File: config.mk
export PLATFORM = sky130hd
export DESIGN_NAME = odsc_core
export DESIGN_NICKNAME = d
export VERILOG_FILES = /design/src/logic/odsc_pkg.sv /design/src/logic/odsc_core.sv
export VERILOG_INCLUDE_DIRS = /design/src /design/src/logic
export SDC_FILE = /design/constraint.sdc
export NUM_CORES = 1
export LEC_CHECK = 0
export ABC_CLOCK_PERIOD_IN_PS = 4059
export CAP_MARGIN = 30
export CORE_MARGIN = 10
export CORE_UTILIZATION = 35
export CTS_CLUSTER_DIAMETER = 40
export DETAILED_ROUTE_END_ITERATION = 10
export DONT_BUFFER_PORTS = 1
export PLACE_DENSITY = 0.6
export SETUP_SLACK_MARGIN = 0.4
export SYNTH_ARGS = -nofsm -noshare
export SYNTH_HDL_FRONTEND = slang
export SYNTH_SLANG_ARGS = --single-unit
File: constraint.sdc
create_clock -name i_ref_clk -period 4.06 [get_ports i_ref_clk]
set_input_delay 0.406 -clock i_ref_clk [delete_from_list [all_inputs] [get_ports i_ref_clk]]
set_output_delay 0.406 -clock i_ref_clk [all_outputs]
set_load 0.02 [all_outputs]
File: src/logic/odsc_regs.svh
// register field positions and reset values of the octal converter control
`ifndef ODSC_REGS_SVH
`define ODSC_REGS_SVH
`define ODSC_WORD_BITS    16
`define ODSC_TYPE_BIT     15
`define ODSC_ADDR_HI      14
`define ODSC_ADDR_LO      12
`define ODSC_MODE_HI      14
`define ODSC_MODE_LO      13
`define ODSC_RST_ALL_BIT  12
`define ODSC_DATA_HI      11
`define ODSC_SUPPLY_LO    0
`define ODSC_BUF_LO       2
`define ODSC_GAIN_LO      4
`define ODSC_POLICY_RST   2'h1
`define ODSC_CFG_RST      6'h00
`define ODSC_PD_RST       8'h00
`endif

File: src/logic/odsc_pkg.sv
// types shared by the octal converter control
`default_nettype none
package odsc_pkg;
  typedef enum logic [1:0] {
    ODSC_POL_LOW    = 2'h0,
    ODSC_POL_HIGH   = 2'h1,
    ODSC_POL_SINGLE = 2'h2,
    ODSC_POL_RSVD   = 2'h3
  } odsc_policy_e;
  typedef enum logic [1:0] {
    ODSC_M_REF   = 2'h0,
    ODSC_M_LOAD  = 2'h1,
    ODSC_M_PDOWN = 2'h2,
    ODSC_M_RESET = 2'h3
  } odsc_mode_e;
  typedef enum logic [2:0] {
    ODSC_S_IDLE  = 3'h1,
    ODSC_S_SHIFT = 3'h2,
    ODSC_S_DONE  = 3'h4
  } odsc_state_e;
  // per group setting: supply ref, buffer, gain (index 0 = first group)
  typedef struct packed {
    logic [1:0] gain;
    logic [1:0] buf_en;
    logic [1:0] supply;
  } odsc_cfg_s;
endpackage
`default_nettype wire

File: src/logic/odsc_core.sv
// serial command receiver and double-buffered register bank of the octal converter
`timescale 1ns/1ps
`default_nettype none
`include "odsc_regs.svh"
module odsc_core #(
  parameter int DATA_BITS = 12
) (
  // clock and reset
  input  wire logic                       i_ref_clk,
  input  wire logic                       i_rst,
  // serial link pins
  input  wire logic                       i_sclk,
  input  wire logic                       i_din,
  input  wire logic                       i_frame_select_n,
  input  wire logic                       i_load_dac_n,
  // converter outputs
  output logic [8*DATA_BITS-1:0]          o_dac_code,
  output logic [7:0]                      o_power_down,
  output odsc_pkg::odsc_cfg_s             o_eff_cfg,
  output odsc_pkg::odsc_policy_e          o_policy,
  output logic                            o_frame_done
);
  import odsc_pkg::*;

  logic [2:0] sclk_sync_reg;
  logic [1:0] din_sync_reg;
  logic [1:0] fs_sync_reg;
  logic [1:0] ld_sync_reg;
  logic       din_s;
  logic       fs_n_s;
  logic       ld_n_s;
  logic       sclk_fall;

  // first stage is read only by the second
  always_ff @(posedge i_ref_clk) begin
    if (i_rst) begin
      sclk_sync_reg <= 3'h0;
      din_sync_reg  <= 2'h0;
      fs_sync_reg   <= 2'h3;
      ld_sync_reg   <= 2'h3;
    end else begin
      sclk_sync_reg <= {sclk_sync_reg[1:0], i_sclk};
      din_sync_reg  <= {din_sync_reg[0], i_din};
      fs_sync_reg   <= {fs_sync_reg[0], i_frame_select_n};
      ld_sync_reg   <= {ld_sync_reg[0], i_load_dac_n};
    end
  end
  // sclk carries a spare stage that holds the previous sample for falling-edge detection; the edge is seen with the same delay as data
  assign din_s     = din_sync_reg[1];
  assign fs_n_s    = fs_sync_reg[1];
  assign ld_n_s    = ld_sync_reg[1];
  assign sclk_fall = sclk_sync_reg[2] & ~sclk_sync_reg[1];

  // frame receiver
  odsc_state_e state_reg;
  logic [`ODSC_WORD_BITS-1:0] shift_reg;
  logic [4:0]                 count_reg;
  logic                       word_valid;
  logic [`ODSC_WORD_BITS-1:0] word;

  always_ff @(posedge i_ref_clk) begin
    if (i_rst) begin
      state_reg <= ODSC_S_IDLE;
      shift_reg <= 16'h0000;
      count_reg <= 5'h00;
    end else begin
      case (state_reg)
        ODSC_S_IDLE: begin
          count_reg <= 5'h00;
          if (!fs_n_s) begin
            state_reg <= ODSC_S_SHIFT;
          end
        end
        ODSC_S_SHIFT: begin
          if (fs_n_s) begin
            state_reg <= ODSC_S_IDLE;
          end else if (sclk_fall) begin
            shift_reg <= {shift_reg[`ODSC_WORD_BITS-2:0], din_s};
            count_reg <= count_reg + 5'h01;
            if (count_reg == 5'h0F) begin
              state_reg <= ODSC_S_DONE;
            end
          end
        end
        ODSC_S_DONE: begin
          // further clocks are ignored until select rises
          if (fs_n_s) begin
            state_reg <= ODSC_S_IDLE;
          end
        end
        default: state_reg <= ODSC_S_IDLE;
      endcase
    end
  end

  // decode once, in the cycle that sees the sixteenth falling edge
  assign word_valid = (state_reg == ODSC_S_SHIFT) && !fs_n_s && sclk_fall && (count_reg == 5'h0F);
  assign word       = {shift_reg[`ODSC_WORD_BITS-2:0], din_s};

  always_ff @(posedge i_ref_clk) begin
    if (i_rst) begin
      o_frame_done <= 1'b0;
    end else begin
      o_frame_done <= word_valid;
    end
  end

  // register bank
  logic [DATA_BITS-1:0] in_reg [8];
  logic [7:0]           dirty_reg;
  odsc_cfg_s            cfg_in_reg;
  logic                 cfg_dirty_reg;
  odsc_cfg_s            cfg_out_reg;
  logic                 single_reg;
  logic                 is_data;
  logic                 is_ctrl;
  odsc_mode_e           mode;
  logic [2:0]           addr;
  logic                 load_now;
  logic                 data_clear;
  logic                 ctrl_clear;

  assign is_data    = word_valid && !word[`ODSC_TYPE_BIT];
  assign is_ctrl    = word_valid && word[`ODSC_TYPE_BIT];
  assign mode       = odsc_mode_e'(word[`ODSC_MODE_HI:`ODSC_MODE_LO]);
  assign addr       = word[`ODSC_ADDR_HI:`ODSC_ADDR_LO];
  assign data_clear = is_ctrl && (mode == ODSC_M_RESET);
  assign ctrl_clear = data_clear && word[`ODSC_RST_ALL_BIT];
  // pin low or policy low keeps outputs transparent
  assign load_now   = !ld_n_s || (o_policy == ODSC_POL_LOW) || single_reg;

  // control registers
  always_ff @(posedge i_ref_clk) begin
    if (i_rst || ctrl_clear) begin
      o_policy     <= odsc_policy_e'(`ODSC_POLICY_RST);
      o_power_down <= `ODSC_PD_RST;
      cfg_in_reg   <= `ODSC_CFG_RST;
      single_reg   <= 1'b0;
    end else begin
      single_reg <= 1'b0;
      if (is_ctrl && mode == ODSC_M_REF) begin
        cfg_in_reg <= word[5:0];
      end
      if (is_ctrl && mode == ODSC_M_LOAD) begin
        // reserved code leaves the policy alone
        if (word[1:0] == ODSC_POL_SINGLE) begin
          single_reg <= 1'b1;
        end else if (word[1:0] != ODSC_POL_RSVD) begin
          o_policy <= odsc_policy_e'(word[1:0]);
        end
      end
      if (is_ctrl && mode == ODSC_M_PDOWN) begin
        o_power_down <= word[7:0];
      end
    end
  end

  // gain, buffer and supply settings follow the same load path
  always_ff @(posedge i_ref_clk) begin
    if (i_rst || ctrl_clear) begin
      cfg_dirty_reg <= 1'b0;
      cfg_out_reg   <= `ODSC_CFG_RST;
    end else if (load_now && cfg_dirty_reg) begin
      cfg_out_reg   <= cfg_in_reg;
      cfg_dirty_reg <= is_ctrl && mode == ODSC_M_REF;
    end else if (is_ctrl && mode == ODSC_M_REF) begin
      cfg_dirty_reg <= 1'b1;
    end
  end

  // supply reference wins over buffer and gain per group
  always_comb begin
    o_eff_cfg.supply = cfg_out_reg.supply;
    o_eff_cfg.buf_en = cfg_out_reg.buf_en & ~cfg_out_reg.supply;
    o_eff_cfg.gain   = cfg_out_reg.gain & ~cfg_out_reg.supply;
  end

  genvar ch;
  generate
    for (ch = 0; ch < 8; ch++) begin : g_chan
      logic [DATA_BITS-1:0] out_reg;
      logic                 wr;
      assign wr = is_data && (addr == 3'(ch));
      always_ff @(posedge i_ref_clk) begin
        if (i_rst || data_clear) begin
          in_reg[ch] <= '0;
        end else if (wr) begin
          // narrow variants drop the low bits of the field
          in_reg[ch] <= word[`ODSC_DATA_HI -: DATA_BITS];
        end
      end
      // dirty tracking saves needless reloads; a write in the load cycle stays pending
      always_ff @(posedge i_ref_clk) begin
        if (i_rst || data_clear) begin
          dirty_reg[ch] <= 1'b0;
          out_reg       <= '0;
        end else if (load_now && dirty_reg[ch]) begin
          out_reg       <= in_reg[ch];
          dirty_reg[ch] <= wr;
        end else if (wr) begin
          dirty_reg[ch] <= 1'b1;
        end
      end
      assign o_dac_code[ch*DATA_BITS +: DATA_BITS] = out_reg;
    end
  endgenerate

  // write capture used only by the checks below
  logic [2:0]           wr_addr_reg;
  logic [DATA_BITS-1:0] wr_data_reg;

  always_ff @(posedge i_ref_clk) begin
    if (i_rst) begin
      wr_addr_reg <= 3'h0;
      wr_data_reg <= '0;
    end else if (is_data) begin
      wr_addr_reg <= addr;
      wr_data_reg <= word[`ODSC_DATA_HI -: DATA_BITS];
    end
  end
endmodule
`default_nettype wire

==> out/results.txt <==
run status = finished clean
Synth top area share = 33.9%
Post-Place Worst Slack = 1190 ps
yosys warns = 0
period utilization = 71.5%
Worst Setup Slack, final = 1160 ps
async set-reset flop share out of synthesis = 0%
Power Density = 517 mW/mm^2
die area = 0.0342 mm^2
Final ANT Viol Nets = 0
grt ovf = 0
# setup viols final = 0
Main synth FF type = dfxtp_1
Combinational Power Share = 1.3%
Clock Skew = 11.5 ps
initial core utilization = 35.4%
Area contributors post-synth = dfxtp_1 (34%), edfxtp_1 (30%), mux2i_1 (12%)
routability cong. = 0.827
Adder-Cell Fraction of Synth Area = 0.263%
R2R Setup Slk = 1160 ps
HPWL after DPL = 14100 um
post-synthesis compound-gate area fraction = 3.71%
Area Overhead vs Synth = 16.3%
crit end category = flip-flop
Global Route Usage Sum = 12.7%
Slew HR = 28.7%
Resize count post-CTS = 0
Num CTS Buffers = 36
min-delay src = i_rst
I/O Pins = 119
main combinational cell family by area after synthesis = simple AND/OR/NAND/NOR gates
worst hold endpoint = ld_sync_reg[1]
Final Hold Fails = 0
CTS sink cnt = 257
top post-synthesis cells by count = dfxtp_1 (161), nor2_1 (133), mux2i_1 (116)
worst vdd ir = 268 uV
final WL = 22300 um
FF-to-FF path depth = 7
clock-pin transition on the worst setup and hold timing paths = 50 ps
worst slew pin tran = 1060 ps
xor/xnor cell area share of the yosys netlist = 0.0921%
Mapped Avg Cell Area = 11.7 um^2
RR Startpoint = count_reg[0]
total power = 5.72 mW
Startpoint Class = flip-flop
Clock Latency Late Sink = 490 ps
Static Leak = 4.77 nW
area leader, netlist = dfxtp_1
Post-synth EDFFs = 96
#FFs+latches synth = 257
Max Cap Violations = 0
critical path peak fanout = 12
drt wl/cell = 18.7 um
initial antenna violation count = 0
DIE WIDTH = 185 um
Slew Limit Fails = 0
RR Endpoint = in_reg[0][1]
CTS Buffer Depth = 3
Die Y = 185 um
Hold WC Path Type = primary input to flip-flop
Syn Inst Count = 816
hold depth = 1
Fmax = 344 MHz
Reg power frac = 48.0%
H-tree lvl count = 2
Netlist Area Pre-Place = 0.00951 mm^2
Post-Synth Simple-Gate Area = 17.1%
initial drt markers = 501
Nets = 830
post-synth cell types = 46
Req. time, crit path = 4170 ps
CTS root buffer = clkbuf_16
Synthesized Nets = 824
final setup TNS = 0 ps
Power Internal = 4.54 mW
fillers = 2539
switching portion of total power = 20.5%
first-pass GRT wire length = 33700 um
largest net degree at the start of global routing = 64
CTS tree = built
layout cells sized above 1 = 10.4%
worst hold slack = 24.8 ps
number of global-route vias before repair = 5515
core footprint = 0.0269 mm^2
FP Rows = 60
# DRC = 0
first-pass iteration count of the detailed router = 5
Switching Power = 1.17 mW
multiplexer share of the synthesized area = 12.2%
post-layout util = 41.2%
Worst EP arrival = 3010 ps
# hold bufs at CTS = 2
Via Count = 5719
register area share after synthesis = 64.2%
CP Class = flip-flop to flip-flop
# diodes = 0
Clk network pwr share = 50.7%
drt via density = 4.81
most frequent cell after synthesis = dfxtp_1
post-CTS setup buffer count = 0
unrepaired setup endpoints after global routing = no
PortBufs = 0
Tmin final = 2900 ps
how the worst max path moves through the flow:
stage	startpoint	to	cells after the start
5_1_grt	count_reg[0]	in_reg[0][2]	7
6_report	count_reg[0]	in_reg[0][1]	7
3_5_place_dp	count_reg[0]	in_reg[0][6]	7
3_3_place_gp	count_reg[0]	in_reg[0][2]	7
2_1_floorplan	count_reg[0]	in_reg[4][0]	7
4_1_cts	count_reg[0]	in_reg[0][0]	7
through the flow:
stage          cell area (um^2)  cells
2_1_floorplan              9510    816
3_3_place_gp               9850   1118
3_5_place_dp               9890   1121
4_1_cts                   11000   1187
5_1_grt                   11100   1189
6_report                  11100   1189
power groups by stage:
stage	registers (mW)	clock network (mW)	logic, mW
after floorplan	2.79	0	0.0495
after global placement	2.80	0	0.0642
after detailed placement	2.80	0	0.0683
after CTS	2.75	2.97	0.0743
after global routing	2.75	3.08	0.0819
final	2.75	2.90	0.0742
layout make-up:
| class | instances | area (um^2) | area share [%] |
|---|---|---|---|
| clock buffers | 47 | 993 | 8.98 |
| clock inverters | 17 | 136 | 1.23 |
| inverters | 3 | 11.3 | 0.102 |
| multi-input cells | 500 | 3180 | 28.8 |
| flip-flops and latches | 257 | 6110 | 55.2 |
| well taps | 341 | 427 | 3.86 |
| repair buffers | 24 | 208 | 1.88 |
placed cells by master (no fill, tap or decap), types with 3 or more instances in the layout:
master      instances
a21o_1              8
a21oi_1            20
a31oi_1             3
and2_1             97
buf_4              18
clkbuf_1            7
clkbuf_16          37
clkbuf_8            3
clkinv_2            6
clkinvlp_4          3
dfxtp_1           161
edfxtp_1           96
inv_1               3
inv_6               4
mux2i_1           116
nand2_1            39
nand2b_1            5
nand3_1             6
nand3b_1            5
nand4_1             3
nor2_1            133
nor2b_1            11
nor3_1              5
o21ai_0             8
o21ai_1            10
or2_2               4
worst max-delay path, stage by stage, from the launching register on:
cell and delay (ps):
dfxtp_1 380, ha_1 210, and3_1 170, ha_1 160, nand3b_1 200, nor2_1 360
nand2_1 200, o31ai_2 840
metal layers:
layer	vias to the layer above	track usage [%]	wire length [um]
li1	2797	-	-
met1	2706	16.2	9550
met2	173	20.1	10200
met3	43	4.15	1950
met5	-	0	0
met4	0	4.00	552
kinds of logic (layout without fill, tap and decap cells):
| family | Yosys count | after routing |
|---|---|---|
| DFF | 257 | 257 |
| muxes | 116 | 116 |
| xor gates and xnor gates | 1 | 1 |
| adders and majority gates | 2 | 2 |
| buffers and inverters | 59 | 91 |
| and+or+nand+nor | 322 | 322 |
| AOI/OAI and AO/OA | 59 | 59 |
No activity file was read; power rests on OpenSTA's default activity.
